`config.mk`:
```
export PLATFORM = sky130hd
export DESIGN_NAME = tws_seq
export DESIGN_NICKNAME = d
export VERILOG_FILES = /design/src/tws_pkg.sv /design/src/tws_delay.sv /design/src/tws_seq.sv
export SDC_FILE = /design/constraint.sdc
export NUM_CORES = 1
export LEC_CHECK = 0
export BUFFER_PORTS_ARGS = -buffer_cell sky130_fd_sc_hd__buf_2
export CAP_MARGIN = 10
export CORE_UTILIZATION = 35
export CTS_CLUSTER_SIZE = 25
export DETAILED_ROUTE_END_ITERATION = 8
export GPL_TIMING_DRIVEN = 0
export RECOVER_POWER = 100
export SLEW_MARGIN = 20
export SYNTH_ARGS = -nofsm -noshare
export SYNTH_HDL_FRONTEND = slang
export SYNTH_HIERARCHICAL = 1
export SYNTH_SLANG_ARGS = --single-unit
```
`constraint.sdc`:
```
create_clock -name sys_clk -period 5.2 [get_ports sys_clk]
set_clock_uncertainty 0.05 [all_clocks]
set_input_delay 0 -clock sys_clk [delete_from_list [all_inputs] [get_ports sys_clk]]
set_output_delay 0 -clock sys_clk [all_outputs]
set_load 0.02 [all_outputs]
```
`src/tws_pkg.sv`:
```
/*
 * Shared constants for the terminal write sync sequencer: register map,
 * control and status field positions, reset values, state encodings and timing.
 * Assumes a 125 MHz system clock and a 32-bit AHB-Lite register bus.
 */
package tws_pkg;

	// Clock period and the 4 us delay interval, in nanoseconds.
	localparam int unsigned TWS_CLK_NS = 8;
	localparam int unsigned TWS_DELAY_NS = 4000;
	// A least time, so it rounds up to whole cycles.
	localparam int unsigned TWS_DELAY_CYC = (TWS_DELAY_NS + TWS_CLK_NS - 1) / TWS_CLK_NS;

	// Register byte offsets.
	localparam logic [7:0] TWS_OFS_CTRL = 8'h00;
	localparam logic [7:0] TWS_OFS_STATUS = 8'h04;
	localparam logic [7:0] TWS_OFS_DATA = 8'h08;

	// Control register fields.
	localparam int unsigned TWS_CTRL_ENABLE = 0;
	localparam int unsigned TWS_CTRL_SCAN_ACTIVE = 1;
	localparam int unsigned TWS_CTRL_PEND_INT = 2;
	localparam int unsigned TWS_CTRL_SEQ_RESET = 3;
	localparam logic [3:0] TWS_CTRL_RESET = 4'h0;

	// Status register fields.
	localparam int unsigned TWS_ST_MAJOR = 0;
	localparam int unsigned TWS_ST_MINOR = 4;
	localparam int unsigned TWS_ST_AQ = 6;
	localparam int unsigned TWS_ST_BQ = 7;
	localparam int unsigned TWS_ST_IGM = 8;
	localparam int unsigned TWS_ST_CAPTURE = 9;
	localparam int unsigned TWS_ST_SCAN = 10;
	localparam int unsigned TWS_ST_TIMER = 11;
	localparam int unsigned TWS_ST_PERMIT = 12;

	// Data register fields.
	localparam int unsigned TWS_DT_A = 0;
	localparam int unsigned TWS_DT_B = 8;
	localparam int unsigned TWS_DT_SEL = 16;
	localparam int unsigned TWS_DT_STAT = 20;
	localparam int unsigned TWS_DT_TYPE = 24;

	// Buffer status bits, one-hot, weight 8 down to weight 1.
	localparam int unsigned TWS_R_WRITE_READY = 3;
	localparam int unsigned TWS_R_READ_READY = 2;
	localparam int unsigned TWS_R_BUSY = 1;
	localparam int unsigned TWS_R_NOT_READY = 0;

	// Terminal select codes from the two zone lines.
	localparam logic [3:0] TWS_SEL_ZONE_A = 4'h1;
	localparam logic [3:0] TWS_SEL_ZONE_B = 4'h2;
	localparam logic [3:0] TWS_SEL_BOTH = 4'h3;
	localparam logic [3:0] TWS_SEL_NONE = 4'h4;

	// Adapter type codes.
	localparam logic [1:0] TWS_TYPE_BAUDOT = 2'h0;
	localparam logic [1:0] TWS_TYPE_ASCII = 2'h1;
	localparam logic [1:0] TWS_TYPE_NONE = 2'h2;

	// Major and minor sequencer states.
	typedef enum logic [2:0] {
		TWS_MAJ_IDLE = 3'h0,
		TWS_MAJ_XFER = 3'h2,
		TWS_MAJ_WRITE = 3'h6
	} tws_major_e;

	typedef enum logic [1:0] {
		TWS_MIN_0 = 2'h0,
		TWS_MIN_1 = 2'h1,
		TWS_MIN_2 = 2'h2,
		TWS_MIN_3 = 2'h3
	} tws_minor_e;

endpackage : tws_pkg

```
`src/tws_delay.sv`:
```
/*
 * One-shot delay timer: a start pulse runs it for a set number of cycles.
 * Assumes start is a single-cycle pulse from logic on the same clock.
 */
`timescale 1ns/1ps
module tws_delay #(
	parameter int unsigned CYCLES = 500
) (
	input wire logic sys_clk,
	input wire logic rst_n,
	input wire logic clr,
	input wire logic start,
	output logic running
);

	localparam int unsigned CW = $clog2(CYCLES + 1);
	localparam logic [CW-1:0] LOAD = CW'(CYCLES);

	logic [CW-1:0] cnt_q;
	logic [CW-1:0] cnt_d;

	// A restart reloads the full interval, like retriggering a monostable.
	always_comb begin
		cnt_d = cnt_q;
		if (clr) begin
			cnt_d = '0;
		end else if (start) begin
			cnt_d = LOAD;
		end else if (cnt_q != '0) begin
			cnt_d = cnt_q - CW'(1);
		end
	end

	always_ff @(posedge sys_clk or negedge rst_n) begin
		if (!rst_n) begin
			cnt_q <= '0;
		end else begin
			cnt_q <= cnt_d;
		end
	end

	assign running = (cnt_q != '0);

endmodule : tws_delay

```
`src/tws_seq.sv`:
```
/*
 * Write setup sequencer of a terminal control unit: takes the processor's
 * select character, synchronises with the addressed terminal and captures
 * buffer status and adapter type. Registers sit on an AHB-Lite slave.
 * Assumes processor and terminal pins are asynchronous to sys_clk.
 */
// Local design decisions: the AHB-Lite slave port and the placing of the registers.
`timescale 1ns/1ps
module tws_seq import tws_pkg::*; #(
	parameter int unsigned DELAY_CYC = TWS_DELAY_CYC
) (
	input wire logic sys_clk,
	input wire logic nrst,
	input wire logic hsel,
	input wire logic [31:0] haddr,
	input wire logic [1:0] htrans,
	input wire logic hwrite,
	input wire logic [2:0] hsize,
	input wire logic [31:0] hwdata,
	input wire logic hready,
	output logic hreadyout,
	output logic [31:0] hrdata,
	output logic hresp,
	input wire logic sync_request_level,
	input wire logic write_request_level,
	input wire logic ignore_mark_variant_line,
	input wire logic zone_a_line,
	input wire logic zone_b_line,
	input wire logic [3:0] output_info_lines,
	input wire logic unit_ready_level,
	input wire logic terminal_char_pulse,
	input wire logic selected_interrupt_status,
	input wire logic [3:0] term_buffer_status,
	input wire logic [1:0] term_adapter_type,
	input wire logic [3:0] term_buffer_number,
	output logic term_sync_level,
	output logic term_read_request_level,
	output logic [3:0] term_buffer_out,
	output logic [3:0] terminal_select,
	output logic proc_write_ready_level,
	output logic proc_not_ready_level,
	output logic ignore_mark_flag
);

	localparam int unsigned NPIN = 18;

	// Reset release through two flip-flops.
	logic rst_meta_q;
	logic rst_n_q;
	always_ff @(posedge sys_clk or negedge nrst) begin
		if (!nrst) begin
			rst_meta_q <= 1'b0;
			rst_n_q <= 1'b0;
		end else begin
			rst_meta_q <= 1'b1;
			rst_n_q <= rst_meta_q;
		end
	end

	// Pin synchronisers; only the second stage and the edge stage are read.
	logic [NPIN-1:0] pin_raw;
	logic [NPIN-1:0] pin_meta_q;
	logic [NPIN-1:0] pin_q;
	logic pulse_last_q;
	assign pin_raw = {sync_request_level, write_request_level, ignore_mark_variant_line,
		zone_a_line, zone_b_line, output_info_lines, unit_ready_level,
		terminal_char_pulse, selected_interrupt_status, term_adapter_type,
		term_buffer_number};
	always_ff @(posedge sys_clk or negedge rst_n_q) begin
		if (!rst_n_q) begin
			pin_meta_q <= '0;
			pin_q <= '0;
			pulse_last_q <= 1'b0;
		end else begin
			pin_meta_q <= pin_raw;
			pin_q <= pin_meta_q;
			pulse_last_q <= pin_q[7];
		end
	end

	// Buffer status is sampled in the same cycle as the character pulse edge.
	logic [3:0] stat_meta_q;
	logic [3:0] stat_q;
	always_ff @(posedge sys_clk or negedge rst_n_q) begin
		if (!rst_n_q) begin
			stat_meta_q <= '0;
			stat_q <= '0;
		end else begin
			stat_meta_q <= term_buffer_status;
			stat_q <= stat_meta_q;
		end
	end

	logic s_sync;
	logic s_write;
	logic s_mv8;
	logic s_zone_a;
	logic s_zone_b;
	logic [3:0] s_info;
	logic s_ready;
	logic s_sel_int;
	logic [1:0] s_type;
	logic [3:0] s_bufnum;
	logic char_edge;
	// Bit order follows the packing of pin_raw: number [3:0], type [5:4], interrupt [6],
	// character pulse [7], and the processor and ready pins from bit 8 upwards.
	assign {s_sync, s_write, s_mv8, s_zone_a, s_zone_b, s_info, s_ready} = pin_q[NPIN-1:8];
	assign s_sel_int = pin_q[6];
	assign s_type = pin_q[5:4];
	assign s_bufnum = pin_q[3:0];
	assign char_edge = pin_q[7] & ~pulse_last_q;

	// Bus control registers.
	logic [3:0] ctrl_q;
	logic [3:0] ctrl_d;
	logic seq_clr;
	assign seq_clr = ctrl_q[TWS_CTRL_SEQ_RESET];

	// Sequencer state.
	tws_major_e major_q;
	tws_major_e major_d;
	tws_minor_e minor_q;
	tws_minor_e minor_d;
	logic [3:0] a_reg_q;
	logic [3:0] a_reg_d;
	logic [3:0] b_reg_q;
	logic [3:0] b_reg_d;
	logic [3:0] sel_q;
	logic [3:0] sel_d;
	logic [3:0] r_reg_q;
	logic [3:0] r_reg_d;
	logic [1:0] t_reg_q;
	logic [1:0] t_reg_d;
	logic a_occupied_flag;
	logic aq_d;
	logic b_occupied_flag;
	logic bq_d;
	logic ignore_mark_capture;
	logic cap_d;
	logic igm_q;
	logic igm_d;
	logic scan_flag;
	logic scan_d;
	logic a_clk;
	logic b_clk;
	logic a_delay_timer;

	// A one-shot counter stands in for the analogue delay monostable.
	tws_delay #(
		.CYCLES(DELAY_CYC)
	) u_a_delay (
		.sys_clk(sys_clk),
		.rst_n(rst_n_q),
		.clr(seq_clr),
		.start(a_clk),
		.running(a_delay_timer)
	);

	// Clock pulse enables, one cycle each, from state and synced pins.
	always_comb begin
		a_clk = 1'b0;
		b_clk = 1'b0;
		if (ctrl_q[TWS_CTRL_ENABLE] && !seq_clr) begin
			unique case (major_q)
				TWS_MAJ_IDLE: a_clk = s_sync;
				TWS_MAJ_WRITE: begin
					unique case (minor_q)
						TWS_MIN_0: begin
							b_clk = a_occupied_flag & ~a_delay_timer;
							a_clk = ~a_occupied_flag & ~b_clk & ~a_delay_timer;
						end
						TWS_MIN_1: a_clk = char_edge;
						TWS_MIN_3: a_clk = ~s_sync;
						default: a_clk = 1'b0;
					endcase
				end
				default: a_clk = 1'b0;
			endcase
		end
	end

	// Next-state logic for the sequencer registers.
	always_comb begin
		major_d = major_q;
		minor_d = minor_q;
		a_reg_d = a_reg_q;
		b_reg_d = b_reg_q;
		sel_d = sel_q;
		r_reg_d = r_reg_q;
		t_reg_d = t_reg_q;
		aq_d = a_occupied_flag;
		bq_d = b_occupied_flag;
		cap_d = ignore_mark_capture;
		igm_d = igm_q;
		scan_d = scan_flag;
		if (seq_clr) begin
			major_d = TWS_MAJ_IDLE;
			minor_d = TWS_MIN_0;
			aq_d = 1'b0;
			bq_d = 1'b0;
			scan_d = 1'b0;
			igm_d = 1'b0;
		end else if (b_clk) begin
			b_reg_d = a_reg_q;
			aq_d = 1'b0;
			igm_d = ignore_mark_capture;
			bq_d = s_ready;
		end else if (a_clk) begin
			if (major_q == TWS_MAJ_IDLE && minor_q == TWS_MIN_0) begin
				minor_d = ctrl_q[TWS_CTRL_SCAN_ACTIVE] ? TWS_MIN_3 : TWS_MIN_2;
			end else if (major_q == TWS_MAJ_IDLE) begin
				a_reg_d = s_info;
				aq_d = 1'b1;
				unique case ({s_zone_a, s_zone_b})
					2'b10: sel_d = TWS_SEL_ZONE_A;
					2'b01: sel_d = TWS_SEL_ZONE_B;
					2'b11: sel_d = TWS_SEL_BOTH;
					2'b00: sel_d = TWS_SEL_NONE;
				endcase
				cap_d = s_mv8;
				if (s_write) begin
					major_d = TWS_MAJ_WRITE;
					minor_d = TWS_MIN_0;
				end
			end else if (minor_q == TWS_MIN_0) begin
				scan_d = ctrl_q[TWS_CTRL_PEND_INT] & ~s_sel_int;
				if (b_occupied_flag) begin
					minor_d = TWS_MIN_1;
				end else begin
					minor_d = TWS_MIN_3;
					r_reg_d = 4'h1 << TWS_R_NOT_READY;
					aq_d = 1'b1;
				end
			end else if (minor_q == TWS_MIN_1) begin
				r_reg_d = stat_q;
				t_reg_d = s_type;
				a_reg_d = s_bufnum;
				aq_d = 1'b1;
				bq_d = 1'b0;
				minor_d = TWS_MIN_3;
			end else begin
				// The write transfer proper lies outside this block; the
				// sequencer parks in idle once the processor drops sync.
				major_d = TWS_MAJ_IDLE;
				minor_d = TWS_MIN_0;
				aq_d = 1'b0;
				bq_d = 1'b0;
			end
		end
	end

	always_ff @(posedge sys_clk or negedge rst_n_q) begin
		if (!rst_n_q) begin
			major_q <= TWS_MAJ_IDLE;
			minor_q <= TWS_MIN_0;
			a_reg_q <= '0;
			b_reg_q <= '0;
			sel_q <= '0;
			r_reg_q <= '0;
			t_reg_q <= TWS_TYPE_BAUDOT;
			a_occupied_flag <= 1'b0;
			b_occupied_flag <= 1'b0;
			ignore_mark_capture <= 1'b0;
			igm_q <= 1'b0;
			scan_flag <= 1'b0;
		end else begin
			major_q <= major_d;
			minor_q <= minor_d;
			a_reg_q <= a_reg_d;
			b_reg_q <= b_reg_d;
			sel_q <= sel_d;
			r_reg_q <= r_reg_d;
			t_reg_q <= t_reg_d;
			a_occupied_flag <= aq_d;
			b_occupied_flag <= bq_d;
			ignore_mark_capture <= cap_d;
			igm_q <= igm_d;
			scan_flag <= scan_d;
		end
	end

	// Pin outputs, registered from next state so they track it without lag.
	logic in_sync_d;
	logic write_permit;
	assign in_sync_d = (major_d == TWS_MAJ_WRITE) && (minor_d == TWS_MIN_1);
	// Idle means no status bit set; read-ready, busy and not-ready refuse the write.
	assign write_permit = ~r_reg_d[TWS_R_READ_READY] & ~r_reg_d[TWS_R_BUSY]
		& ~r_reg_d[TWS_R_NOT_READY];
	always_ff @(posedge sys_clk or negedge rst_n_q) begin
		if (!rst_n_q) begin
			term_sync_level <= 1'b0;
			term_read_request_level <= 1'b0;
			term_buffer_out <= '0;
			terminal_select <= '0;
			proc_write_ready_level <= 1'b0;
			proc_not_ready_level <= 1'b0;
			ignore_mark_flag <= 1'b0;
		end else begin
			term_sync_level <= in_sync_d;
			term_read_request_level <= in_sync_d;
			term_buffer_out <= b_reg_d;
			terminal_select <= sel_d;
			proc_write_ready_level <= write_permit;
			proc_not_ready_level <= r_reg_d[TWS_R_NOT_READY];
			ignore_mark_flag <= igm_d;
		end
	end

	// AHB-Lite slave: zero wait states, always OKAY, unmapped reads zero.
	logic ap_write_q;
	logic [7:0] ap_addr_q;
	logic ap_take;
	logic [31:0] rd_word;
	logic [31:0] hrdata_d;
	assign ap_take = hsel & hready & htrans[1];

	// Read data is captured at the address phase, so a read right behind a
	// write to the same register returns the value before that write.
	always_comb begin
		rd_word = '0;
		unique case (haddr[7:0])
			TWS_OFS_CTRL: rd_word[3:0] = ctrl_q;
			TWS_OFS_STATUS: begin
				rd_word[TWS_ST_MAJOR +: 3] = major_q;
				rd_word[TWS_ST_MINOR +: 2] = minor_q;
				rd_word[TWS_ST_AQ] = a_occupied_flag;
				rd_word[TWS_ST_BQ] = b_occupied_flag;
				rd_word[TWS_ST_IGM] = igm_q;
				rd_word[TWS_ST_CAPTURE] = ignore_mark_capture;
				rd_word[TWS_ST_SCAN] = scan_flag;
				rd_word[TWS_ST_TIMER] = a_delay_timer;
				rd_word[TWS_ST_PERMIT] = proc_write_ready_level;
			end
			TWS_OFS_DATA: begin
				rd_word[TWS_DT_A +: 4] = a_reg_q;
				rd_word[TWS_DT_B +: 4] = b_reg_q;
				rd_word[TWS_DT_SEL +: 4] = sel_q;
				rd_word[TWS_DT_STAT +: 4] = r_reg_q;
				rd_word[TWS_DT_TYPE +: 2] = t_reg_q;
			end
			default: rd_word = '0;
		endcase
		hrdata_d = hrdata;
		// Unmapped reads return zero rather than a stale word from an earlier read.
		if (ap_take && !hwrite) begin
			hrdata_d = (haddr[31:8] == '0) ? rd_word : '0;
		end
	end

	// Control writes; the sequencer reset bit clears itself after one cycle.
	always_comb begin
		ctrl_d = ctrl_q;
		ctrl_d[TWS_CTRL_SEQ_RESET] = 1'b0;
		if (ap_write_q && ap_addr_q == TWS_OFS_CTRL) begin
			ctrl_d = hwdata[3:0];
		end
	end

	always_ff @(posedge sys_clk or negedge rst_n_q) begin
		if (!rst_n_q) begin
			ap_write_q <= 1'b0;
			ap_addr_q <= '0;
			ctrl_q <= TWS_CTRL_RESET;
			hrdata <= '0;
			hreadyout <= 1'b1;
			hresp <= 1'b0;
		end else begin
			ap_write_q <= ap_take & hwrite & (haddr[31:8] == '0) & (hsize == 3'h2);
			ap_addr_q <= haddr[7:0];
			ctrl_q <= ctrl_d;
			hrdata <= hrdata_d;
			hreadyout <= 1'b1;
			hresp <= 1'b0;
		end
	end
endmodule : tws_seq

```
==> results of run 1 <==
==> per-layer routing <==
layer | routed length [µm] | share of wire [%]
met2 | 5220 | 49
met3 | 575 | 5.4
met4 | 264 | 2.5
met1 | 4550 | 43
met5 | 0 | 0
==> cell families (layout without fill, tap and decap cells) <==
| kind of cell | count (synthesis) | count (layout) |
|---|---|---|
| flip-flops | 120 | 120 |
| AND/OR/NAND/NOR | 112 | 112 |
| AO/OA/AOI/OAI | 69 | 69 |
| buffers and inverters | 40 | 211 |
| multiplexers | 23 | 23 |
| other | 2 | 14 |
| adder cells (fa/ha/maj) | 1 | 1 |
==> cell usage in the layout (no fill, tap or decap), types with 3 or more instances in the layout <==
cell type and n:
a21oi_1 12, nor2_1 13, o21ai_0 12, a31oi_1 5, and3_1 3, clkbuf_8 5
clkinv_2 4, clkbuf_16 17, nand3_1 5, nor4_1 14, buf_4 16, or4_1 4
and2_1 4, nor2b_1 6, mux2i_1 6, mux2_1 4, a221o_1 4, a22o_1 17
clkbuf_1 54, or3_1 5, nand2_1 29, dfrtp_1 120, nand2b_1 6, inv_1 12
conb_1 14, nor3_1 6, mux2_2 12, buf_2 62, dlygate4sd3_1 40
==> Yosys cell counts (all sizes together), types with 2 or more instances <==
cell type	n	area, µm²
nand3	5	25.0
o21a	2	15.0
mux2	17	206
nor4	14	103
nand2	30	120
nand2b	6	37.5
nor2b	6	37.5
or4	4	30.0
conb	2	7.51
o31a	2	18.8
a221o	4	40.0
and3	4	26.3
or3	6	38.8
and2	4	25.0
or2	2	12.5
a21oi	12	60.1
o21ai	12	60.1
a31oi	5	31.3
nor3	7	51.3
buf	22	161
dfrtp	120	3000
nor2	13	48.8
clkbuf	6	22.5
mux2i	6	60.1
inv	12	45.0
nand3b	2	15.0
a22o	17	149
or4b	3	33.8
==> power groups by stage <==
stage / clock network [mW] / logic [mW] / registers, mW
3_5_place_dp: 0 / 0.549 / 1.20
5_1_grt: 1.10 / 0.610 / 1.20
6_report: 1.02 / 0.546 / 1.18
3_3_place_gp: 0 / 0.519 / 1.20
4_1_cts: 1.05 / 0.574 / 1.18
2_1_floorplan: 0 / 0.389 / 1.19
==> final cells by class <==
type | instances | area [µm²] | area share (%)
buffer | 28 | 176 | 2.80
tap | 172 | 215 | 3.41
timing repair buffer | 142 | 857 | 13.6
clock buffer | 25 | 505 | 8.02
sequential | 120 | 3000 | 47.6
clock inverter | 4 | 20.0 | 0.318
inverter | 12 | 45.0 | 0.715
multi-input combinational | 219 | 1480 | 23.5
==> critical path, stage by stage (launching register included) <==
cell	delay, ns
dfrtp_1	0.39
inv_1	0.09
ha_1	0.20
nor4b_1	0.54
nand2_1	0.26
nor4_1	0.42
a221oi_1	0.22
a2111oi_4	0.78
and3_1	0.27
clkbuf_1	0.24
mux2_1	0.35
==> through the flow <==
| step | instance area, µm² | hold WS [ns] | power (mW) |
|---|---|---|---|
| 6_report | 6300 | 0.0502 | 2.75 |
| 3_3_place_gp | 5470 | -0.265 | 1.72 |
| 5_1_grt | 6300 | 0.0751 | 2.91 |
| 3_5_place_dp | 5510 | -0.262 | 1.75 |
| 4_1_cts | 6430 | 0.0476 | 2.81 |
| 2_1_floorplan | 4750 | -0.346 | 1.58 |
==> registers in the layout, indices dropped and copies added, names as in the netlist, 2 cells and up <==
register	count
a_reg_q	4
ap_addr_q	8
ctrl_q	4
hrdata	22
major_q	3
minor_q	2
pin_meta_q	18
pin_q	18
r_reg_q	4
stat_meta_q	4
stat_q	4
t_reg_q	2
term_buffer_out	4
terminal_select	3
u_a_delay/cnt_q	9
==> timing repair <==
action	4_1_cts	5_1_grt
hold buffers	40	0
hold endpoints to repair	40	0
gates resized for setup	0	0
==> path summary, 6_finish.rpt <==
| kind | from | to | slack (ns) | depth (start not counted) |
|---|---|---|---|---|
| min in group asynchronous | nrst | rst_meta_q | 0.40 | 3 |
| max reg2reg | u_a_delay/cnt_q[0] | terminal_select[0] | 1.25 | 10 |
| min | haddr[19] | hrdata[3] | 0.05 | 5 |
| max in group asynchronous | rst_n_q | a_reg_q[2] | 1.83 | 1 |
| max | u_a_delay/cnt_q[0] | terminal_select[0] | 1.25 | 10 |
| min reg2reg | pin_meta_q[0] | pin_q[0] | 0.29 | 0 |
==> results.cfg, run 1 <==
[timing]
setup_ws_ns = 1.25
fin_setup_tns_ns = 0
min_period_ns = 3.95
finalSetupViolCount = 0
maxSlewHeadroom_pct = -58.9
rsz0062_at_grt = no
worst_pin_slew_ns = 2.38
slew_viol_final = 102
hold_violations = 0
max_freq_mhz = 253
fin_crit_sh_pct = 75.9

[global_route]
grt.met1_usage_pct = 19.9
track_usage_pct = 16.6
antenna_found_initial = 0
grt_max_degree = 46
met3_usage_pct = 5.43
grt-ovfl-total = 0
top_usage_layer = met2
grt_pass1_wl_um = 17800
grt_pass1_vias = 3567
met2_usage_pct = 27.1

[yosys]
syn_avg_cell_area_um2 = 12.8
syn_inst = 367
yosys_warnings = 6
synthDistinctLibCells = 63
synth_compound_area_share_pct = 11.2
synth-simple-area-share_pct = 14.0
synth_top_flop_cell = dfrtp_1
synth-edff-count = 0
syn_area_um2 = 4700
synth-async-reset-ratio_pct = 100
synth_mux_area_share_pct = 5.66
synth-seq-area-share_pct = 63.8
yosys.area_share.xor_xnor_pct = 0
synth_fa_ha_area_share_pct = 0.266
synth_top_family_by_area = simple AND/OR/NAND/NOR gates
ys_ff_latch = 120

[run_status]
violations = max-capacitance violations, max-slew violations
status = finished with violations

[power_and_ir_drop]
p_seq_share_pct = 42.9
p_per_area_nw_per_um2 = 437
pwr-share-comb_pct = 19.8
internal-power_mw = 1.98
clock_power_share_pct = 37.2
p_leak_nw = 2.91
swShare_pct = 28.0
power.switching_mw = 0.771
vdd_ir_drop_max_v = 0.000211

[final_layout]
final_layout_size_suffix_gt1_share_pct = 23.5
syn_to_final_growth_pct = 34.0
postLayoutCoreUtil_pct = 48.9
layout.cells.non_filler = 722
nFillCells = 1196
nets = 637
antennaDiodeCount = 0

[min_path]
holdCritPathClass = in2reg

[placement]
post-place-ws_ns = 1.51
dp.cells = 653
dp_hpwl_um = 7380
gp_congestion = 0.833
port-buffer-count = 100

[routing]
drtIter0Drc = 185
wl_per_cell_um = 14.7
wirelength_um = 10600
postRouteAntennaNets = 0
via_count = 3426
vias_per_cell = 4.75
dr.pass1.iters = 4
drcViolationCount = 0

[die]
dieArea_um2 = 13900
die_h_um = 118
ioPinCount = 143
die_w_um = 118
rows = 41
core_um2 = 12900
start_util_pct = 36.5

[cts]
cts-buffers-inserted = 17
cts.sinks = 120
clk_pin_slew_ns = 0.05
clk_latency_ns = 0.41
cts-htree-levels = 4
cts_setup_buffers = 0
tritoncts = yes
root_buffer = clkbuf_16
clockBufferDepth = 2

[critical_path]
worstSetupPathType = reg2reg
arrival_ns = 4.18
endpoint_kind = register
crit_fanout = 12
crit_path_start_kind = register
critical_path_required_ns = 5.43

[job]
maxCapViolations = 3
No activity file was read; power rests on OpenSTA's default activity.
==> inputs of run 2 (changes only) <==
Settings changed: ABC_AREA from default to 1.
Clock period 5.2 ns to 3.67 ns, I/O delays scaled along.
==> results.cfg, run 2 <==
[run_status]
status = complete, no violations

[placement]
gp_congestion = 0.852
dp_hpwl_um = 7730
dpl_cell_area_um2 = 5620
post-place-ws_ns = 1.15
dp.cells = 775
port-buffer-count = 100

[routing]
wirelength_um = 10900
via_count = 3784
drtIter0Drc = 194
vias_per_cell = 4.46
postRouteAntennaNets = 0
dr.pass1.iters = 4
wl_per_cell_um = 12.8
drcViolationCount = 0

[timing]
worst_pin_slew_ns = 1.23
slew_viol_final = 0
maxSlewHeadroom_pct = 17.4
fin_setup_tns_ns = 0
min_period_ns = 2.78
finalSetupViolCount = 0
setup_ws_ns = 0.887
hold_violations = 0
max_freq_mhz = 359
rsz0062_at_grt = no
hold_slack_ns = 0.139
fin_crit_sh_pct = 75.8

[power_and_ir_drop]
swShare_pct = 29.5
clock_power_share_pct = 40.9
p_seq_share_pct = 39.7
finalPower_mw = 4.17
p_leak_nw = 3.25
pwr-share-comb_pct = 19.4
internal-power_mw = 2.94
vdd_ir_drop_max_v = 0.000318
p_per_area_nw_per_um2 = 639
power.switching_mw = 1.23

[die]
start_util_pct = 36.1
rows = 42
ioPinCount = 143
dieArea_um2 = 14200
die_w_um = 119
die_h_um = 119
core_um2 = 13300

[cts]
cts-htree-levels = 4
cts.sinks = 120
cts-buffers-inserted = 17
clk_pin_slew_ns = 0.05
cts.repair.resized = 0
tritoncts = yes
clockBufferDepth = 2
root_buffer = clkbuf_16
cts_setup_buffers = 0
clk_latency_ns = 0.41

[global_route]
grt_pass1_wl_um = 18600
grt_pass1_vias = 3954
grt-ovfl-total = 0
track_usage_pct = 17.1
antenna_found_initial = 0
grt_max_degree = 58

[yosys]
synth_top_cell_area_share_pct = 62.6
synth_top_flop_cell = dfrtp_1
ys_ff_latch = 120
yosys_warnings = 6
yosysMostFrequentCell = dfrtp_1
synth-async-reset-ratio_pct = 100
synth_area_leaders = dfrtp_1 63%, nand2_1 9.1%, nor2_1 4.3%
synthDistinctLibCells = 35
yosys-top-cells-count = 120 x dfrtp_1, 116 x nand2_1, 55 x nor2_1
syn_avg_cell_area_um2 = 9.89
syn_inst = 485
synth-edff-count = 0
syn_area_um2 = 4790
synth-seq-area-share_pct = 62.6
yosysTopAreaCell = dfrtp_1

[final_layout]
nets = 757
antennaDiodeCount = 0
postLayoutCoreUtil_pct = 49.0
largest_reg_flops = 22
final_cell_mix = 120 x dfrtp_1, 119 x nand2_1, 60 x buf_2
top_regs = hrdata x22, pin_meta_q x18, pin_q x18
nFillCells = 1237
syn_to_final_growth_pct = 36.0
regMostFlops = hrdata
final_layout_size_suffix_gt1_share_pct = 18.4
final_area_um2 = 6520
layout.cells.non_filler = 849
mostFrequentLayoutCell = dfrtp_1

[critical_path]
arrival_ns = 3.08
worstSetupPathType = reg2reg
r2r_start = u_a_delay/cnt_q[0]
critical_path_required_ns = 3.96
endpoint = u_a_delay/cnt_q[6]
crit_fanout = 11
ff2ff_path_depth = 18
r2r_end = u_a_delay/cnt_q[6]
setup.worst_path.start = u_a_delay/cnt_q[0]
crit_path_start_kind = register
endpoint_kind = register
r2r_setup_slack_ns = 0.89

[min_path]
holdCritPathClass = in2reg

[job]
maxCapViolations = 0
[run 2: layout make-up]
type / instances / area (µm²) / area share (%)
Timing Repair Buffer: 144 / 925 / 14.2
Inverter: 48 / 185 / 2.84
Clock buffer: 22 / 474 / 7.27
Buffer: 20 / 136 / 2.09
Sequential cell: 120 / 3000 / 46.1
Tap cell: 176 / 220 / 3.38
Multi-Input combinational cell: 309 / 1430 / 22.0
Clock inverter: 10 / 143 / 2.19
[run 2: critical path, cell delays in order, from the launching register on]
cell     delay, ns
dfrtp_1       0.37
inv_1         0.13
ha_1          0.23
nand2_2       0.07
nor2_1        0.17
inv_1         0.08
nor2_1        0.15
inv_1         0.11
nor2_1        0.11
nand2_1       0.06
nand3_1       0.08
nand2_1       0.05
nand2_1       0.13
nand2_1       0.18
inv_6         0.17
nor2_1        0.08
nand3_1       0.19
nand2_1       0.17
nor2_1        0.13
[run 2: per-layer routing]
layer  global-route usage (%)  vias up  part of all wire [%]
met4                     9.41        0                   2.7
met3                     4.79       25                   4.8
li1                         -     1877                     -
met1                     22.0     1775                    46
met2                     26.0      107                    46
met5                        0        -                     0
[run 2: logic make-up (layout without fill, tap and decap cells)]
logic type	count (synthesis)	in the layout	share of synthesized area, %
AOI/OAI and AO/OA	41	41	5.01
buffers and inverters	68	244	6.76
DFF	120	120	62.6
and+or+nand+nor	246	246	23.6
muxes	7	7	1.54
other	2	14	0.157
adders and majority gates	1	1	0.261
[run 2: how the worst min path moves through the flow]
| stage | from | to | slack, ns | cells past startpoint |
|---|---|---|---|---|
| 6_report | haddr[20] | hrdata[2] | 0.14 | 8 |
| 4_1_cts | haddr[20] | hrdata[2] | 0.1 | 8 |
| 5_1_grt | unit_ready_level | pin_meta_q[8] | 0.16 | 2 |
| 2_1_floorplan | nrst | rst_meta_q | -0.35 | 0 |
| 3_3_place_gp | nrst | rst_meta_q | -0.27 | 1 |
| 3_5_place_dp | nrst | rst_meta_q | -0.26 | 1 |
[run 2: repair_timing]
action                                  CTS  global route
hold buffers                             42             0
endpoints found under the setup margin    0             0
hold endpoints to repair                 45             0
[run 2: power by group through the flow]
stage / registers [mW] / logic [mW] / clock network [mW]
3_3_place_gp: 1.69 / 0.766 / 0
3_5_place_dp: 1.68 / 0.815 / 0
6_report: 1.66 / 0.808 / 1.70
2_1_floorplan: 1.69 / 0.560 / 0
5_1_grt: 1.68 / 0.925 / 1.81
4_1_cts: 1.66 / 0.850 / 1.74
==> inputs of run 3 (changes only) <==
Settings changed: ABC_AREA 1 to 0.
Clock period 3.67 ns to 2.58 ns, I/O delays scaled along.
==> results.cfg, run 3 (synthesized netlist as in run 1, its figures left out) <==
[timing]
finalSetupViolCount = 1
min_period_ns = 2.62
fin_crit_sh_pct = 101
slew_viol_final = 0
rsz0062_at_grt = yes
maxSlewHeadroom_pct = 9.00
worst_pin_slew_ns = 1.36
hold_violations = 0
setup_ws_ns = -0.0352
fin_setup_tns_ns = -0.0352
max_freq_mhz = 382
hold_slack_ns = 0.0333

[placement]
dp_hpwl_um = 7360
dpl_cell_area_um2 = 5560
port-buffer-count = 100
gp_congestion = 0.818
post-place-ws_ns = -0.552

[die]
die_h_um = 118
die_w_um = 118
rows = 41
core_um2 = 12900
start_util_pct = 36.5
dieArea_um2 = 13900
ioPinCount = 143

[routing]
postRouteAntennaNets = 0
wl_per_cell_um = 15.0
vias_per_cell = 4.88
drcViolationCount = 0
via_count = 3605
drtIter0Drc = 141
dr.pass1.iters = 4
wirelength_um = 11100

[cts]
clk_pin_slew_ns = 0.05
clockBufferDepth = 2
root_buffer = clkbuf_16
cts.sinks = 120
clk_latency_ns = 0.41
cts-buffers-inserted = 17
cts-htree-levels = 4
tritoncts = yes

[min_path]
holdCritPathClass = in2reg

[critical_path]
max_stage_delay_ns = 0.46
crit_path_start_kind = register
crit_path_frequent_cell = nand2_2
endpoint_kind = register
cpMaxStageDelayCell = or4b_4
critical_path_required_ns = 2.88
crit_fanout = 4
arrival_ns = 2.91
worstSetupPathType = reg2reg
cp_cell_sequence = inv_2 -> ha_4 -> nor4b_4 -> nand2_2 -> nor4_4 -> a221oi_4 -> a2111oi_4 -> buf_4 -> buf_6 -> or4b_4 -> nand2_2

[power_and_ir_drop]
p_per_area_nw_per_um2 = 888
vdd_ir_drop_max_v = 0.000474
finalPower_mw = 5.83
p_leak_nw = 3.02

[final_layout]
final_cell_mix = 120 x dfrtp_1, 61 x buf_2, 53 x clkbuf_1
top_regs = hrdata x22, pin_meta_q x18, pin_q x18
nFillCells = 1136
mostFrequentLayoutCell = dfrtp_1
final_layout_size_suffix_gt1_share_pct = 28.8
regMostFlops = hrdata
largest_reg_flops = 22
antennaDiodeCount = 0
final_area_um2 = 6560
nets = 652
syn_to_final_growth_pct = 39.4

[global_route]
grt_pass1_vias = 3733
grt_max_degree = 57
antenna_found_initial = 0
track_usage_pct = 17.0
grt-ovfl-total = 0
grt_pass1_wl_um = 18500

[job]
maxCapViolations = 0

[run_status]
violations = negative setup slack
status = finished with violations
==> run 3: cell count changes in the layout (fill, tap and decap cells not counted), moves of 6 or more <==
cell,before,now
nand2_1,119,27
nor2_1,59,13
nand3_1,42,5
inv_1,46,10
a22o_1,0,17
buf_4,14,31
o21ai_0,25,12
mux2_2,3,13
nor4_1,3,10
clkbuf_1,47,53
nand2b_1,0,6
nor2b_1,0,6
==> run 3: final timing paths <==
| check | from | endpoint | slack, ns | depth (start not counted) |
|---|---|---|---|---|
| setup / recovery | u_a_delay/cnt_q[0] | minor_q[1] | -0.04 | 11 |
| setup reg to reg | u_a_delay/cnt_q[0] | minor_q[1] | -0.04 | 11 |
| min in group asynchronous | rst_n_q | pin_meta_q[5] | 0.12 | 0 |
| hold / removal | haddr[24] | hrdata[3] | 0.03 | 5 |
| max in group asynchronous | rst_n_q | ap_write_q | 0.69 | 1 |
| hold reg to reg | rst_n_q | pin_meta_q[5] | 0.12 | 0 |
==> run 3: area by class of cell <==
type | count | area, µm² | area share (%)
Inverter | 12 | 45.0 | 0.687
Clock buffer | 26 | 499 | 7.61
Tap cell | 172 | 215 | 3.28
Timing Repair Buffer | 158 | 982 | 15.0
Buffer | 27 | 173 | 2.63
Sequential cell | 120 | 3000 | 45.8
Clock inverter | 4 | 20.0 | 0.305
Multi-Input combinational cell | 219 | 1620 | 24.7
==> run 3: stage by stage <==
stage | utilization [%] | instances
final | 50.9 | 738
after global routing | 50.9 | 738
after CTS | 51.3 | 733
after detailed placement | 43.2 | 653
after global placement | 42.7 | 651
after floorplan | - | 379
==> run 3: power by group <==
part	switching (mW)	leakage, nW	internal, mW
sequential	0.267	1.48	2.15
combinational	0.706	1.27	0.631
clock	0.761	0.260	1.31
total	1.73	3.02	4.09
==> run 3: repair_timing <==
| action | CTS | global route |
|---|---|---|
| endpoints found under the hold margin | 40 | 0 |
| cloned | 0 | 0 |
| pin swaps | 1 | 3 |
| setup buffers | 11 | 5 |
| hold buffers | 40 | 0 |
| setup endpoints to repair | 29 | 22 |
| resized for setup | 10 | 3 |
==> run 3: metal layers <==
layer	up-vias	track usage, %	part of all wire [%]
li1	1667	-	-
met4	0	6.97	1.8
met1	1795	20.5	43
met5	-	0	0
met2	127	28.5	50
met3	16	4.94	5.1
==> run 3: critical path, delay by kind of cell (launching register included) <==
family          cells  cell delay, ns
buf+inv             3            0.39
simple gates        5            1.14
fa+ha+maj           1            0.12
compound gates      2            0.46
flops               1            0.39
